[config.mk]
export PLATFORM = sky130hd
export DESIGN_NAME = sld_axis_ctrl
export DESIGN_NICKNAME = d
export VERILOG_FILES = /design/src/hdl/sld_pkg.sv /design/src/hdl/sld_axis_ctrl.sv /design/src/hdl/sld_cmp.sv /design/src/hdl/sld_fb_decode.sv
export SDC_FILE = /design/constraint.sdc
export NUM_CORES = 1
export LEC_CHECK = 0
export ABC_AREA = 0
export BUFFER_PORTS_ARGS = -buffer_cell sky130_fd_sc_hd__buf_2
export CORE_ASPECT_RATIO = 1.5
export CORE_MARGIN = 5
export CORE_UTILIZATION = 60
export CTS_CLUSTER_DIAMETER = 80
export DETAILED_ROUTE_END_ITERATION = 10
export PLACE_DENSITY = 0.79
export SLEW_MARGIN = 20
export SYNTH_ARGS = -nofsm -noshare
export SYNTH_HDL_FRONTEND = slang
export SYNTH_SLANG_ARGS = --single-unit
[constraint.sdc]
create_clock -name ref_clk -period 14.1 [get_ports ref_clk]
set_clock_uncertainty 0.1 [all_clocks]
set_input_delay 0.705 -clock ref_clk [delete_from_list [all_inputs] [get_ports ref_clk]]
set_output_delay 0.705 -clock ref_clk [all_outputs]
set_load 0.02 [all_outputs]
[src/hdl/sld_pkg.sv]
// Shared constants and types for the soft limit and step loss axis block.
// Assumes a single 100 MHz reference clock and an AHB-Lite register bus.
package sld_pkg;

  // ----------------------------------------------------------------
  // Timing
  // ----------------------------------------------------------------
  localparam int CLK_PERIOD_NS = 10;
  localparam int STEP_PERIOD_NS = 1000;
  localparam int STEP_CYCLES = (STEP_PERIOD_NS + CLK_PERIOD_NS - 1) /
                               CLK_PERIOD_NS;
  localparam int DECEL_STEPS = 8;
  localparam int DECEL_STRETCH_NS = 160;
  localparam int DECEL_STRETCH = DECEL_STRETCH_NS / CLK_PERIOD_NS;

  // ----------------------------------------------------------------
  // Register byte offsets
  // ----------------------------------------------------------------
  localparam logic [7:0] OFS_ENV2 = 8'h00;
  localparam logic [7:0] OFS_ENV4 = 8'h04;
  localparam logic [7:0] OFS_CMP1 = 8'h08;
  localparam logic [7:0] OFS_CMP2 = 8'h0C;
  localparam logic [7:0] OFS_CMP3 = 8'h10;
  localparam logic [7:0] OFS_IRQEN = 8'h14;
  localparam logic [7:0] OFS_CMD = 8'h18;
  localparam logic [7:0] OFS_ERRST = 8'h1C;
  localparam logic [7:0] OFS_POS = 8'h20;
  localparam logic [7:0] OFS_DEFL = 8'h24;

  // ----------------------------------------------------------------
  // Field positions and reset values
  // ----------------------------------------------------------------
  localparam int C1S_POS = 2;
  localparam int C1D_POS = 5;
  localparam int C2S_POS = 10;
  localparam int C2D_POS = 13;
  localparam int C3S_POS = 18;
  localparam int C3D_POS = 21;
  localparam int EIM_POS = 20;
  localparam int EDIR_POS = 22;
  localparam int ESEE_POS = 16;
  localparam int IRQ_CMP3_POS = 10;
  localparam int CMD_DIR_POS = 8;
  localparam logic [31:0] REG_RST = 32'h0000_0000;

  // ----------------------------------------------------------------
  // Encodings
  // ----------------------------------------------------------------
  localparam logic [2:0] METH_LIMIT = 3'h6;
  localparam logic [2:0] METH_GT = 3'h5;
  localparam logic [1:0] ACT_NONE = 2'h0;
  localparam logic [1:0] ACT_IMMED = 2'h1;
  localparam logic [1:0] ACT_DECEL = 2'h2;
  localparam logic [1:0] EIM_X1 = 2'h0;
  localparam logic [1:0] EIM_X2 = 2'h1;
  localparam logic [1:0] EIM_X4 = 2'h2;
  localparam logic [1:0] EIM_UPDN = 2'h3;
  localparam logic [7:0] CMD_STOP = 8'h49;
  localparam logic [7:0] CMD_CONST_A = 8'h50;
  localparam logic [7:0] CMD_CONST_B = 8'h51;
  localparam logic [7:0] CMD_HIGH_A = 8'h52;
  localparam logic [7:0] CMD_HIGH_B = 8'h53;
  localparam logic [7:0] CMD_DEFL_CLR = 8'h22;

  // ----------------------------------------------------------------
  // Types
  // ----------------------------------------------------------------
  typedef struct packed {
    logic up;
    logic dn;
    logic err;
  } sld_fb_evt_t;

  typedef struct packed {
    logic [2:0] method;
    logic [1:0] action;
  } sld_cmp_cfg_t;

  typedef enum logic [1:0] {ST_IDLE, ST_RUN, ST_DECEL} sld_state_t;

endpackage

[src/hdl/sld_axis_ctrl.sv]
// Axis top: registers, pulse generator, soft limits, step loss check.
// Assumes one AHB-Lite master, a step/dir motor driver and an encoder.
//
// Local design decisions: the AHB-Lite slave port and the register offsets.
`timescale 1ns/100ps

module sld_axis_ctrl import sld_pkg::*; #(
  parameter int W = 32
) (
  // Clock and reset
  input wire logic ref_clk,
  input wire logic rst,
  // AHB-Lite slave
  input wire logic hsel,
  input wire logic [31:0] haddr,
  input wire logic [1:0] htrans,
  input wire logic hwrite,
  input wire logic [2:0] hsize,
  input wire logic [31:0] hwdata,
  input wire logic hready,
  output logic [31:0] hrdata,
  output logic hreadyout,
  output logic hresp,
  // Motor driver
  output logic stepOut,
  output logic dirOut,
  output logic busy,
  // Encoder feedback
  input wire logic fbPhaseA,
  input wire logic fbPhaseB,
  // Interrupt
  output logic intReq_n
);

  // ----------------------------------------------------------------
  // State
  // ----------------------------------------------------------------
  logic [31:0] env2_r, env4_r, irqEn_r, hrdata_r;
  logic signed [W-1:0] cmp1_r, cmp2_r, cmp3_r, posCnt_r, deflCnt_r;
  logic wrPend_r, fbErrFlag_r, dir_r, high_r, step_r, busy_r;
  logic intReq_n_r;
  logic [7:0] addrPh_r;
  logic [2:0] stopCause_r;
  logic [15:0] timer_r;
  logic [3:0] decelCnt_r;
  sld_state_t state_r, state_nxt;
  sld_fb_evt_t fbEvt;

  function automatic logic regIs(input logic [31:0] a,
                                 input logic [7:0] ofs);
    regIs = (a[31:8] == 24'h00_0000) && (a[7:0] == ofs);
  endfunction

  // ----------------------------------------------------------------
  // Bus decode
  // ----------------------------------------------------------------
  // Zero wait state: writes land in the data phase, reads are
  // looked up in the address phase and registered
  wire accept = hsel & htrans[1] & hready;
  wire rdAcc = accept & !hwrite;
  wire [31:0] wrAddr = {24'h00_0000, addrPh_r};
  wire cmdWr = wrPend_r & regIs(wrAddr, OFS_CMD);
  wire [7:0] cmdCode = hwdata[7:0];
  wire cmdDir = hwdata[CMD_DIR_POS];
  wire cmdHigh = (cmdCode == CMD_HIGH_A) | (cmdCode == CMD_HIGH_B);
  wire cmdStart = cmdHigh | (cmdCode == CMD_CONST_A) |
                  (cmdCode == CMD_CONST_B);
  wire deflClr = cmdWr & (cmdCode == CMD_DEFL_CLR);
  wire stopCmd = cmdWr & (cmdCode == CMD_STOP);
  wire stRead = rdAcc & regIs(haddr, OFS_ERRST);
  wire [31:0] errWord = {15'h0000, fbErrFlag_r, 13'h0000, stopCause_r};
  wire [31:0] rdMux =
    regIs(haddr, OFS_CMP1) ? 32'(cmp1_r) :
    regIs(haddr, OFS_CMP2) ? 32'(cmp2_r) :
    regIs(haddr, OFS_CMP3) ? 32'(cmp3_r) :
    regIs(haddr, OFS_IRQEN) ? irqEn_r :
    regIs(haddr, OFS_ERRST) ? errWord :
    regIs(haddr, OFS_POS) ? 32'(posCnt_r) :
    regIs(haddr, OFS_DEFL) ? 32'(deflCnt_r) : 32'h0000_0000;

  // Address phase capture
  always_ff @(posedge ref_clk or posedge rst) begin
    if (rst) begin
      wrPend_r <= 1'b0;
      addrPh_r <= 8'h00;
      hrdata_r <= REG_RST;
    end else begin
      wrPend_r <= accept & hwrite & (haddr[31:8] == 24'h00_0000);
      addrPh_r <= haddr[7:0];
      if (rdAcc) begin
        hrdata_r <= rdMux;
      end
    end
  end

  // Software-written registers
  always_ff @(posedge ref_clk or posedge rst) begin
    if (rst) begin
      env2_r <= REG_RST;
      env4_r <= REG_RST;
      irqEn_r <= REG_RST;
      cmp1_r <= '0;
      cmp2_r <= '0;
      cmp3_r <= '0;
    end else if (wrPend_r) begin
      if (addrPh_r == OFS_ENV2) env2_r <= hwdata;
      if (addrPh_r == OFS_ENV4) env4_r <= hwdata;
      if (addrPh_r == OFS_IRQEN) irqEn_r <= hwdata;
      if (addrPh_r == OFS_CMP1) cmp1_r <= W'(hwdata);
      if (addrPh_r == OFS_CMP2) cmp2_r <= W'(hwdata);
      if (addrPh_r == OFS_CMP3) cmp3_r <= W'(hwdata);
    end
  end

  // ----------------------------------------------------------------
  // Comparators
  // ----------------------------------------------------------------
  sld_cmp_cfg_t cfg [3];
  logic signed [W-1:0] cmpCnt [3];
  logic signed [W-1:0] cmpVal [3];
  logic [2:0] hit;

  assign cfg[0] = '{env4_r[C1S_POS +: 3], env4_r[C1D_POS +: 2]};
  assign cfg[1] = '{env4_r[C2S_POS +: 3], env4_r[C2D_POS +: 2]};
  assign cfg[2] = '{env4_r[C3S_POS +: 3], env4_r[C3D_POS +: 2]};
  assign cmpCnt[0] = posCnt_r;
  assign cmpCnt[1] = posCnt_r;
  assign cmpCnt[2] = deflCnt_r;
  assign cmpVal[0] = cmp1_r;
  assign cmpVal[1] = cmp2_r;
  assign cmpVal[2] = cmp3_r;

  // Comparator two is the only one guarding negative travel
  genvar gi;
  generate
    for (gi = 0; gi < 3; gi++) begin : gCmp
      sld_cmp #(.W(W), .GUARD_POS(gi != 1)) uCmp (
        .counter(cmpCnt[gi]),
        .value(cmpVal[gi]),
        .cfg(cfg[gi]),
        .hit(hit[gi])
      );
    end
  endgenerate

  // ----------------------------------------------------------------
  // Stop decision
  // ----------------------------------------------------------------
  wire moving = state_r != ST_IDLE;
  wire lim1On = hit[0] & (cfg[0].method == METH_LIMIT);
  wire lim2On = hit[1] & (cfg[1].method == METH_LIMIT);
  wire c1Trip = lim1On & dir_r & (cfg[0].action != ACT_NONE);
  wire c2Trip = lim2On & !dir_r & (cfg[1].action != ACT_NONE);
  wire c3Trip = hit[2] & (cfg[2].action != ACT_NONE);
  // Decel only for decel action while in a high-speed start
  wire c1Imm = c1Trip & ((cfg[0].action != ACT_DECEL) | !high_r);
  wire c2Imm = c2Trip & ((cfg[1].action != ACT_DECEL) | !high_r);
  wire c3Imm = c3Trip & ((cfg[2].action != ACT_DECEL) | !high_r);
  wire immStop = moving & (c1Imm | c2Imm | c3Imm | stopCmd);
  wire decStop = moving & (c1Trip | c2Trip | c3Trip);
  // Start toward an active limit is dropped without notice
  wire blocked = (cmdDir & lim1On) | (!cmdDir & lim2On);
  wire startOk = cmdWr & cmdStart & !blocked;
  wire [15:0] period = 16'(STEP_CYCLES - 1) +
                       16'(DECEL_STRETCH) * 16'(decelCnt_r);
  wire stepNow = moving & (timer_r == 16'h0000) & !immStop;
  wire decelDone = stepNow & (decelCnt_r == 4'(DECEL_STEPS - 1));

  // Next state
  always_comb begin
    state_nxt = state_r;
    case (state_r)
      ST_IDLE: begin
        if (startOk) state_nxt = ST_RUN;
      end
      ST_RUN: begin
        if (immStop) state_nxt = ST_IDLE;
        else if (decStop) state_nxt = ST_DECEL;
      end
      ST_DECEL: begin
        if (immStop | decelDone) state_nxt = ST_IDLE;
      end
      default: state_nxt = ST_IDLE;
    endcase
  end

  // Motion sequencer and step timer
  always_ff @(posedge ref_clk or posedge rst) begin
    if (rst) begin
      state_r <= ST_IDLE;
      dir_r <= 1'b0;
      high_r <= 1'b0;
      timer_r <= 16'h0000;
      decelCnt_r <= 4'h0;
      step_r <= 1'b0;
      busy_r <= 1'b0;
    end else begin
      state_r <= state_nxt;
      step_r <= stepNow;
      // Follows the state register, so the pin needs no decode
      busy_r <= state_nxt != ST_IDLE;
      if (state_r == ST_IDLE && startOk) begin
        dir_r <= cmdDir;
        high_r <= cmdHigh;
        decelCnt_r <= 4'h0;
        timer_r <= 16'(STEP_CYCLES - 1);
      end else if (stepNow) begin
        timer_r <= period;
        if (state_r == ST_DECEL) decelCnt_r <= decelCnt_r + 4'h1;
      end else if (timer_r != 16'h0000) begin
        timer_r <= timer_r - 16'h0001;
      end
    end
  end

  // ----------------------------------------------------------------
  // Counters
  // ----------------------------------------------------------------
  sld_fb_decode uDec (
    .ref_clk(ref_clk),
    .rst(rst),
    .fbMode(env2_r[EIM_POS +: 2]),
    .fbDirB(env2_r[EDIR_POS]),
    .fbPhaseA(fbPhaseA),
    .fbPhaseB(fbPhaseB),
    .evt(fbEvt)
  );

  // Deflection is commanded steps minus encoder counts
  wire signed [2:0] deflDelta = 3'(stepNow & dir_r) -
                                3'(stepNow & !dir_r) -
                                3'(fbEvt.up) + 3'(fbEvt.dn);

  always_ff @(posedge ref_clk or posedge rst) begin
    if (rst) begin
      posCnt_r <= '0;
      deflCnt_r <= '0;
    end else begin
      if (stepNow) posCnt_r <= dir_r ? posCnt_r + 1'b1 : posCnt_r - 1'b1;
      if (deflClr) deflCnt_r <= '0;
      else deflCnt_r <= deflCnt_r + W'(deflDelta);
    end
  end

  // ----------------------------------------------------------------
  // Status and interrupt
  // ----------------------------------------------------------------
  // Read clears the sticky bits, but a new event in that cycle wins
  wire [2:0] causeSet = {hit[2], c2Trip, c1Trip};

  always_ff @(posedge ref_clk or posedge rst) begin
    if (rst) begin
      fbErrFlag_r <= 1'b0;
      stopCause_r <= 3'h0;
      intReq_n_r <= 1'b1;
    end else begin
      fbErrFlag_r <= fbEvt.err | (fbErrFlag_r & !stRead);
      stopCause_r <= causeSet | (stopCause_r & {3{!stRead}});
      // Stored inverted so the pin leaves straight from a flop
      intReq_n_r <= !(fbErrFlag_r |
                      (irqEn_r[IRQ_CMP3_POS] & stopCause_r[2]));
    end
  end

  assign hrdata = hrdata_r;
  assign hreadyout = 1'b1 | rst;
  assign hresp = 1'b0 & rst;
  assign stepOut = step_r;
  assign dirOut = dir_r;
  assign busy = busy_r;
  assign intReq_n = intReq_n_r;

  // ----------------------------------------------------------------
  // Checks
  // ----------------------------------------------------------------
  chk_defl_clear: assert property (@(posedge ref_clk) disable iff (rst)
    deflClr |=> deflCnt_r == '0) else $error("deflection not cleared");

  chk_limit_refuse: assert property (@(posedge ref_clk) disable iff (rst)
    (!moving && cmdWr && cmdStart && cmdDir && lim1On) |=> !busy)
    else $error("start toward active limit accepted");

  chk_pos_stop: assert property (@(posedge ref_clk) disable iff (rst)
    (state_r == ST_RUN && lim1On && dir_r && cfg[0].action == ACT_IMMED)
    |=> state_r == ST_IDLE) else $error("positive limit did not stop");

  chk_neg_stop: assert property (@(posedge ref_clk) disable iff (rst)
    (state_r == ST_RUN && lim2On && !dir_r && cfg[1].action == ACT_IMMED)
    |=> state_r == ST_IDLE) else $error("negative limit did not stop");

  chk_decel_entry: assert property (@(posedge ref_clk) disable iff (rst)
    (state_r == ST_RUN && high_r && decStop && !immStop)
    |=> state_r == ST_DECEL) else $error("decel stop not entered");

  chk_const_immed: assert property (@(posedge ref_clk) disable iff (rst)
    (state_r == ST_RUN && !high_r && decStop) |=> !busy)
    else $error("constant speed did not stop at once");

  chk_step_loss: assert property (@(posedge ref_clk) disable iff (rst)
    (moving && hit[2] && cfg[2].action == ACT_IMMED) |=> !busy ##1 !busy)
    else $error("step loss did not stop axis");

  chk_err_flag: assert property (@(posedge ref_clk) disable iff (rst)
    fbEvt.err |=> fbErrFlag_r) else $error("feedback error not flagged");

  chk_err_int: assert property (@(posedge ref_clk) disable iff (rst)
    fbEvt.err |-> ##2 !intReq_n) else $error("error interrupt missing");

  chk_cmp3_int: assert property (@(posedge ref_clk) disable iff (rst)
    (irqEn_r[IRQ_CMP3_POS] && hit[2]) |-> ##2 !intReq_n)
    else $error("comparator three interrupt missing");

  chk_pos_count: assert property (@(posedge ref_clk) disable iff (rst)
    (stepNow && dir_r) |=> posCnt_r == $past(posCnt_r) + 1)
    else $error("position did not advance");

endmodule

[src/hdl/sld_cmp.sv]
// One position comparator: limit or greater-than test on a counter.
// Assumes counter and value are signed, same clock domain, no latency.
`timescale 1ns/100ps
module sld_cmp import sld_pkg::*; #(
  parameter int W = 32,
  parameter bit GUARD_POS = 1'b1
) (
  // Compared quantities
  input wire logic signed [W-1:0] counter,
  input wire logic signed [W-1:0] value,
  input wire sld_cmp_cfg_t cfg,
  // Result
  output logic hit
);

  // ----------------------------------------------------------------
  // Compare
  // ----------------------------------------------------------------
  // Limit stays on until the counter is back inside the value
  wire limPos = counter >= value;
  wire limNeg = counter <= value;
  wire limHit = GUARD_POS ? limPos : limNeg;
  wire gtHit = value < counter;

  assign hit = (cfg.method == METH_LIMIT) ? limHit :
               (cfg.method == METH_GT) ? gtHit : 1'b0;

endmodule

[src/hdl/sld_fb_decode.sv]
// Encoder feedback decoder: quadrature 1x/2x/4x or up/down pulses.
// Assumes phase pins are asynchronous; they are synchronised here.
`timescale 1ns/100ps
module sld_fb_decode import sld_pkg::*; (
  // Clock and reset
  input wire logic ref_clk,
  input wire logic rst,
  // Configuration
  input wire logic [1:0] fbMode,
  input wire logic fbDirB,
  // Encoder pins
  input wire logic fbPhaseA,
  input wire logic fbPhaseB,
  // Count events
  output sld_fb_evt_t evt
);

  logic aS1_r, aS2_r, bS1_r, bS2_r, aP_r, bP_r;
  sld_fb_evt_t evt_r;

  // ----------------------------------------------------------------
  // Synchronise and remember previous sample
  // ----------------------------------------------------------------
  always_ff @(posedge ref_clk or posedge rst) begin
    if (rst) begin
      aS1_r <= 1'b0;
      aS2_r <= 1'b0;
      bS1_r <= 1'b0;
      bS2_r <= 1'b0;
      aP_r <= 1'b0;
      bP_r <= 1'b0;
    end else begin
      aS1_r <= fbPhaseA;
      aS2_r <= aS1_r;
      bS1_r <= fbPhaseB;
      bS2_r <= bS1_r;
      aP_r <= aS2_r;
      bP_r <= bS2_r;
    end
  end

  // ----------------------------------------------------------------
  // Decode
  // ----------------------------------------------------------------
  // Direction bit swaps which phase counts forward
  wire x = fbDirB ? bS2_r : aS2_r;
  wire y = fbDirB ? aS2_r : bS2_r;
  wire chX = x ^ (fbDirB ? bP_r : aP_r);
  wire chY = y ^ (fbDirB ? aP_r : bP_r);
  wire bothCh = chX & chY;
  wire fwdX = x != y;
  wire fwdY = x == y;
  logic upN, dnN;

  // Count selection per input mode
  always_comb begin
    upN = 1'b0;
    dnN = 1'b0;
    case (fbMode)
      EIM_X1: begin
        upN = chX & x & !y;
        dnN = chX & !x & !y;
      end
      EIM_X2: begin
        upN = chX & fwdX;
        dnN = chX & !fwdX;
      end
      EIM_X4: begin
        upN = (chX & fwdX) | (chY & fwdY);
        dnN = (chX & !fwdX) | (chY & !fwdY);
      end
      EIM_UPDN: begin
        upN = chX & x;
        dnN = chY & y;
      end
      default: begin
        upN = 1'b0;
        dnN = 1'b0;
      end
    endcase
  end

  // Error cycles are not counted: direction is unknown
  always_ff @(posedge ref_clk or posedge rst) begin
    if (rst) begin
      evt_r <= '0;
    end else begin
      evt_r.up <= upN & !bothCh;
      evt_r.dn <= dnN & !bothCh;
      evt_r.err <= bothCh;
    end
  end

  assign evt = evt_r;

endmodule

==> Yosys cells after proc, flatten, opt, wreduce, memory -nomap -nowiden <==
Index checks and enable logic that the tools add are counted.
{ "op_classes": {"addsub": 9, "mul": 0, "n_div": 0, "order_cmp": 6, "n_eq_ne": 36, "n_shift": 0, "n_mux": 32, "bitwise": 65, "n_reduce_logical": 42} }
{ "op_table": {"columns": ["op", "n"], "rows": [
  ["2-to-1 mux 32 bit", 9],
  ["< comparator 32 bit", 3],
  [">= comparator 32 bit", 2],
  ["equality test 8 x 5 -> 1 bit (second input constant)", 6],
  ["2-to-1 mux 16 bit", 3],
  ["bitwise AND 1 bit", 44],
  ["equality test 8 x 7 -> 1 bit (second input constant)", 5],
  ["adder 32 x 1 -> 32 bit (second input constant)", 1],
  ["adder 32 x 3 -> 32 bit", 1],
  ["equality test 8 x 4 -> 1 bit (second input constant)", 4],
  ["<= comparator 32 bit", 1],
  ["subtractor 32 x 1 -> 32 bit (second input constant)", 1],
  ["equality test 8 x 6 -> 1 bit (second input constant)", 3],
  ["logical NOT 24 bit", 1],
  ["equality test 3 bit (second input constant)", 6],
  ["OR 1 bit", 17],
  ["logical NOT 16 bit", 1],
  ["nonzero test 16 bit", 1],
  ["subtractor 16 x 1 -> 16 bit (second input constant)", 1],
  ["AND reduction 2 bit", 7],
  ["nonzero test 2 bit", 7],
  ["logical NOT 1 bit", 13],
  ["2-to-1 mux 4 bit", 3],
  ["2-to-1 mux 1 bit", 10],
  ["other kinds (22)", 40]
]} }
{ "totals": {"reg_bits": 319, "latchBits": 0, "ramBits": 0, "romBits": 0, "in_bits": 76, "output_inout_bits": 38, "elab_cells": 220, "memories": 0} }

==> Longest topological paths before layout <==
{ "depth": {"ltp_word": 19, "ltp_mapped": 27, "ltp_nobuf": 24} }

==> Hierarchy <==
Synthesis repeated with hierarchy kept, for this count alone.
{ "hier_totals": {"cells_unflattened": 1698, "hier_area_um2": 17357.9} }
{ "by_module_without_submodules": {"columns": ["module", "instances", "cells_per_inst", "area_each_um2", "seq_area_each_um2"], "rows": [
  ["sld_axis_ctrl", 1, 1293, 14360.0, 7058.0],
  ["sld_cmp at gCmp[0].uCmp ...", 2, 121, 843.3, 0.0],
  ["sld_cmp at gCmp[1].uCmp", 1, 122, 865.8, 0.0],
  ["sld_fb_decode", 1, 41, 445.4, 225.2]
]} }

==> Worst setup path before layout <==
No wires, ideal clock.
{ "synth_path": {"path_type": "register to register", "startpoint": "register timer_r[0]", "endpoint": "register deflCnt_r[26]", "setup_time_ns": 0.136, "arrival_time_ns": 6.261, "required_time_ns": 13.864, "path_slack_ns": 7.603, "stages_incl_launch_ff": 25, "path_buffers": 3, "synth_period_minus_slack_ns": 6.497, "cell_sequence": "dfrtp_1 > inv_1 > ha_1 > nand3_2 > or3_1 > or3_4 > or3b_1 > buf_2 > or4_4 > and4b_1 > buf_2 > buf_4 > nand2_1 > fa_1 > inv_1 > ha_1 > a21o_1 > a221o_1 > a221oi_1 > a21oi_1 > or4_1 > nand3_1 > nand2b_1 > a211oi_1 > nor3_1"} }
{ "synth_between": {"elab_chain_len": 9, "word_cells_on_any_way": 10, "cone_classes": "add/sub (4); mux (1); bitwise (4); reduce/logical (1)"} }
{ "synth_rtl": {"columns": ["item", "line", "text"], "rows": [
  ["start, declared", "sld_axis_ctrl.sv:44", "logic [15:0] timer_r;"],
  ["start signal, assigned", "sld_axis_ctrl.sv:206", "timer_r <= 16'(STEP_CYCLES - 1);"],
  ["start signal, assigned", "sld_axis_ctrl.sv:208", "timer_r <= period;"],
  ["start signal, assigned", "sld_axis_ctrl.sv:211", "timer_r <= timer_r - 16'h0001;"],
  ["logical NOT 16 bit *", "sld_axis_ctrl.sv:166", "wire stepNow = moving & (timer_r == 16'h0000) & !immStop;"],
  ["bitwise AND 1 bit * (2 in series)", "sld_axis_ctrl.sv:166", null],
  ["via stepNow", "sld_axis_ctrl.sv:166", null],
  ["bitwise AND 1 bit, on equally long branches", "sld_axis_ctrl.sv:230, sld_axis_ctrl.sv:231", null],
  ["subtractor 1 x 1 -> 2 bit *", "sld_axis_ctrl.sv:230", "wire signed [2:0] deflDelta = 3'(stepNow & dir_r) -"],
  ["subtractor 2 x 2 -> 3 bit *", "sld_axis_ctrl.sv:231", "3'(stepNow & !dir_r) -"],
  ["adder 3 x 1 -> 3 bit *", "sld_axis_ctrl.sv:232", "3'(fbEvt.up) + 3'(fbEvt.dn);"],
  ["adder 32 x 3 -> 32 bit *", "sld_axis_ctrl.sv:241", "else deflCnt_r <= deflCnt_r + W'(deflDelta);"],
  ["2-to-1 mux 32 bit *", "sld_axis_ctrl.sv:240", "if (deflClr) deflCnt_r <= '0;"],
  ["end signal, assigned", "sld_axis_ctrl.sv:241", null],
  ["end, declared", "sld_axis_ctrl.sv:39", "logic signed [W-1:0] cmp1_r, cmp2_r, cmp3_r, posCnt_r, deflCnt_r;"]
]} }
Mark *: on every way through the listed nets, which the timed path passes. The rest lies on a longest branch.
A chain may end at the register's enable or synchronous reset.

==> Worst setup path after layout <==
{ "layout_path": {"startpoint": "register cmp2_r[31]", "endpoint": "register deflCnt_r[31]"} }
{ "layout_between": {"elab_chain_len": 19, "word_cells_on_any_way": 21, "cone_classes": "add/sub (4); order compare (2); mux (3); bitwise (11); reduce/logical (1)"} }
{ "layout_rtl": {"columns": ["item", "line", "text"], "rows": [
  ["start, declared", "sld_axis_ctrl.sv:39", null],
  ["start signal, assigned", "sld_axis_ctrl.sv:110", "if (addrPh_r == OFS_CMP2) cmp2_r <= W'(hwdata);"],
  ["< comparator 32 bit", "sld_cmp.sv:23", "wire gtHit = value < counter;"],
  ["2-to-1 mux 1 bit", "sld_cmp.sv:26", "(cfg.method == METH_GT) ? gtHit : 1'b0;"],
  ["2-to-1 mux 1 bit *", "sld_cmp.sv:25", "assign hit = (cfg.method == METH_LIMIT) ? limHit :"],
  ["bitwise AND 1 bit *", "sld_axis_ctrl.sv:151", "wire lim2On = hit[1] & (cfg[1].method == METH_LIMIT);"],
  ["bitwise AND 1 bit * (2 in series)", "sld_axis_ctrl.sv:153", "wire c2Trip = lim2On & !dir_r & (cfg[1].action != ACT_NONE);"],
  ["bitwise AND 1 bit *", "sld_axis_ctrl.sv:157", "wire c2Imm = c2Trip & ((cfg[1].action != ACT_DECEL) | !high_r);"],
  ["OR 1 bit * (3 in series)", "sld_axis_ctrl.sv:159", "wire immStop = moving & (c1Imm | c2Imm | c3Imm | stopCmd);"],
  ["bitwise AND 1 bit *", "sld_axis_ctrl.sv:159", null],
  ["logical NOT 1 bit *", "sld_axis_ctrl.sv:166", null],
  ["bitwise AND 1 bit *", "sld_axis_ctrl.sv:166", null],
  ["bitwise AND 1 bit, on equally long branches", "sld_axis_ctrl.sv:230, sld_axis_ctrl.sv:231", null],
  ["subtractor 1 x 1 -> 2 bit *", "sld_axis_ctrl.sv:230", null],
  ["subtractor 2 x 2 -> 3 bit *", "sld_axis_ctrl.sv:231", null],
  ["adder 3 x 1 -> 3 bit *", "sld_axis_ctrl.sv:232", null],
  ["adder 32 x 3 -> 32 bit *", "sld_axis_ctrl.sv:241", null],
  ["2-to-1 mux 32 bit *", "sld_axis_ctrl.sv:240", null]
]} }
Mark *: on every way between the ends. The rest lies on a longest branch, timed or not.

==> flow_summary_export.csv <==
group,metric,value,unit
run_status,status,"completed",
yosys,synth_top_area_cell,"dfrtp_1",
setup_path,worstPathRequired,14.46,ns
placement,gp_congestion,0.973,
setup_path,arrival,8.61,ns
floorplanning,coreArea,29400,sq um
timing,max_slew_margin,0.206,
global_route,antenna_found_initial,0,
setup_path,critPathMaxFanout,18,
drt,viasPerCell,6.34,
drt,drc,0,
timing,clock.fmax,121,MHz
yosys,yosysMostFrequentCell,"dfrtp_1",
final_layout,diodes,0,
final_layout,drive_above_1_share,0.182,
power,powerDensity,125,nW/um^2
placement,hpwl,34100,um
floorplanning,die_h,221,um
drt,firstDrtPassIters,5,
clocking,cts_buffers,29,
timing,hold_viol,0,
global_route,grt_pass1_wl,76100,um
floorplanning,rows,77,
timing,holdWs,0.134,ns
timing,slew_viol_final,0,
drt,drt_iter0_drc,1107,
floorplanning,io_pins,114,
yosys,synth_cell_types,78,
timing,tightest_slew,1.19,ns
global_route,grtUsageTotal,0.290,
yosys,ys.warnings.count,0,
global_route,grt_pass1_vias,14700,
yosys,ys_top_cells_by_area,"dfrtp_1 (41%), ha_1 (12%), mux2_2 (9.3%)",
clocking,cts_resized,0,
setup_path,startpoint_type,"register",
yosys,avgSynthCellArea,9.80,sq um
timing,fin_crit,8.25,ns
clocking,htreeDepth,1,
power,leakagePower,9.76,nW
clocking,clk_latency,0.59,ns
timing,finalSetupTns,0,ns
setup_path,path_class,"register to register",
timing,min_period_over_period,0.585,
drt,ant_nets,0,
setup_path,end_kind,"register",
power,ir_drop,0.000102,V
yosys,synth_fp_nets,2055,
yosys,synth_seq_cells,291,
final_layout,layout.nets,2138,
floorplanning,die_x,150,um
clocking,cts_setup_buffers,0,
yosys,synthTopCellsByCount,"dfrtp_1 (290), ha_1 (166), nand2_1 (153)",
clocking,ctsHoldBuffers,0,
clocking,cts_buffer_depth,3,
drt,drt_wl_total,48300,um
yosys,async_reset_ff_frac,1.00,
global_route,grt_max_degree,181,
yosys,netlist_instances,1810,
drt,dr_total_vias,14700,
timing,rsz0062_at_grt,"no",
final_layout,syn_to_final_growth,11.7,%
yosys,syn_area,17700,sq um
placement,io_buffers,107,
yosys,synthFlopType,"dfrtp_1",
min_path,hp-class,"input port to register",
global_route,gr-total-overflow,0,
clocking,path_clk_slew,0.07,ns
clocking,cts_root_buf,"clkbuf_16",
job,maxCapViolCount,0,
clocking,cts_tree,"yes",
clocking,cts.sinks,291,
floorplanning,die-area,33200,sq um
drt,wl_per_cell,20.9,um
yosys,ys_seq_area_frac,0.410,
timing,finalSetupViolations,0,
yosys,yosysTopAreaCellShare,0.409,
power,finalPower,2.47,mW
yosys,synth_edf_count,0,
floorplanning,start_util,0.604,
-- routing by layer --
layer,global-route usage,part of all wire,vias to the layer above
met3,0.0406,0.069,157
met4,0.152,0.053,0
met1,0.362,0.39,7227
met5,0,0,-
li1,-,-,6718
met2,0.488,0.48,559
-- cell type report --
cell class	instances	area [sq um]
tap	395	494
inverter	134	510
sequential	291	7280
clock inverter	19	293
fill	2211	9570
timing repair buffer	120	666
multi-input combinational	1317	9770
clock buffer	35	798
-- logic make-up (layout without fill, tap and decap cells) --
| group | Yosys count | in the layout | share of synthesized area |
|---|---|---|---|
| adder cells (fa/ha/maj) | 169 | 169 | 0.120 |
| flip-flops | 291 | 291 | 0.410 |
| other | 2 | 2 | 0.000423 |
| buffers and inverters | 202 | 308 | 0.0440 |
| multiplexers | 152 | 152 | 0.0961 |
| AND/OR/NAND/NOR | 469 | 469 | 0.134 |
| XOR/XNOR | 72 | 72 | 0.0355 |
| AO/OA/AOI/OAI | 453 | 453 | 0.159 |
-- final timing paths --
kind / startpoint / endpoint / slack, ns / cells past startpoint
max: cmp2_r[31]$_DFFE_PP0P_ / deflCnt_r[31]$_DFF_PP0_ / 5.85 / 25
min: fbPhaseA / uDec.aS1_r$_DFF_PP0_ / 0.13 / 1
max reg2reg: cmp2_r[31]$_DFFE_PP0P_ / deflCnt_r[31]$_DFF_PP0_ / 5.85 / 25
min reg2reg: uDec.aS1_r$_DFF_PP0_ / uDec.aS2_r$_DFF_PP0_ / 0.25 / 0
max in group asynchronous: rst / uDec.bS1_r$_DFF_PP0_ / 12.18 / 3
min in group asynchronous: rst / cmp1_r[5]$_DFFE_PP0P_ / 0.19 / 2
-- cell usage in the layout, fill, tap and decap left out, types with 29 or more instances in the layout --
cell type  Yosys  routed
ha_1         166     166
nand4_1       51      51
nand2_1      153     153
clkbuf_16      0      29
nand3_1       29      29
mux2_2       146     146
a21o_1        41      41
buf_2          3     107
o21ai_0      116     116
a22oi_1       65      65
nor2_1        88      85
inv_1        134     133
xnor2_1       40      40
xor2_1        32      32
a21oi_1      114     114
dfrtp_1      290     290
-- sequential cells by signal, indices dropped and copies added, names as in the netlist, 2 cells and up --
name and flops:
addrPh_r 8, cmp1_r 32, cmp2_r 32, cmp3_r 32
decelCnt_r 4, deflCnt_r 32, env2_r 3, env4_r 15
hrdata 32, irqEn_r 32, posCnt_r 32, state_r 2
stopCause_r 3, timer_r 16, uDec.evt 3
-- per-stage QoR --
stage | cells | util | worst slack (ns) | cell area (sq um)
2_1_floorplan | 1810 | - | 5.26 | 17700
3_3_place_gp | 2256 | 0.636 | 6.25 | 18700
3_5_place_dp | 2256 | 0.636 | 6.15 | 18700
4_1_cts | 2310 | 0.673 | 6.10 | 19800
5_1_grt | 2311 | 0.674 | 5.51 | 19800
6_report | 2311 | 0.674 | 5.85 | 19800
-- report_power, final --
group	switching (mW)	total (mW)	internal, mW
Sequential	0.0717	0.976	0.904
Combinational	0.357	0.616	0.259
Clock	0.348	0.880	0.532
-- critical path, stage by stage (launching register included) --
cell	delay (ns)
dfrtp_1	0.38
inv_1	0.06
ha_1	0.39
nand3_1	0.17
nor4_1	0.59
nand2_1	0.34
a311oi_1	0.53
nor4_1	0.17
mux2_2	0.33
o31ai_1	0.32
and4b_1	0.74
nand2_1	0.20
fa_1	0.50
inv_1	0.43
buf_4	0.35
ha_1	0.34
a21o_1	0.20
a21o_1	0.20
a21o_1	0.17
a31oi_1	0.28
and4b_1	0.30
o21ai_0	0.19
a31o_2	0.30
a21oi_1	0.32
xnor2_1	0.16
nor2_1	0.05
Note: power is estimated with default switching activity, not from simulation.
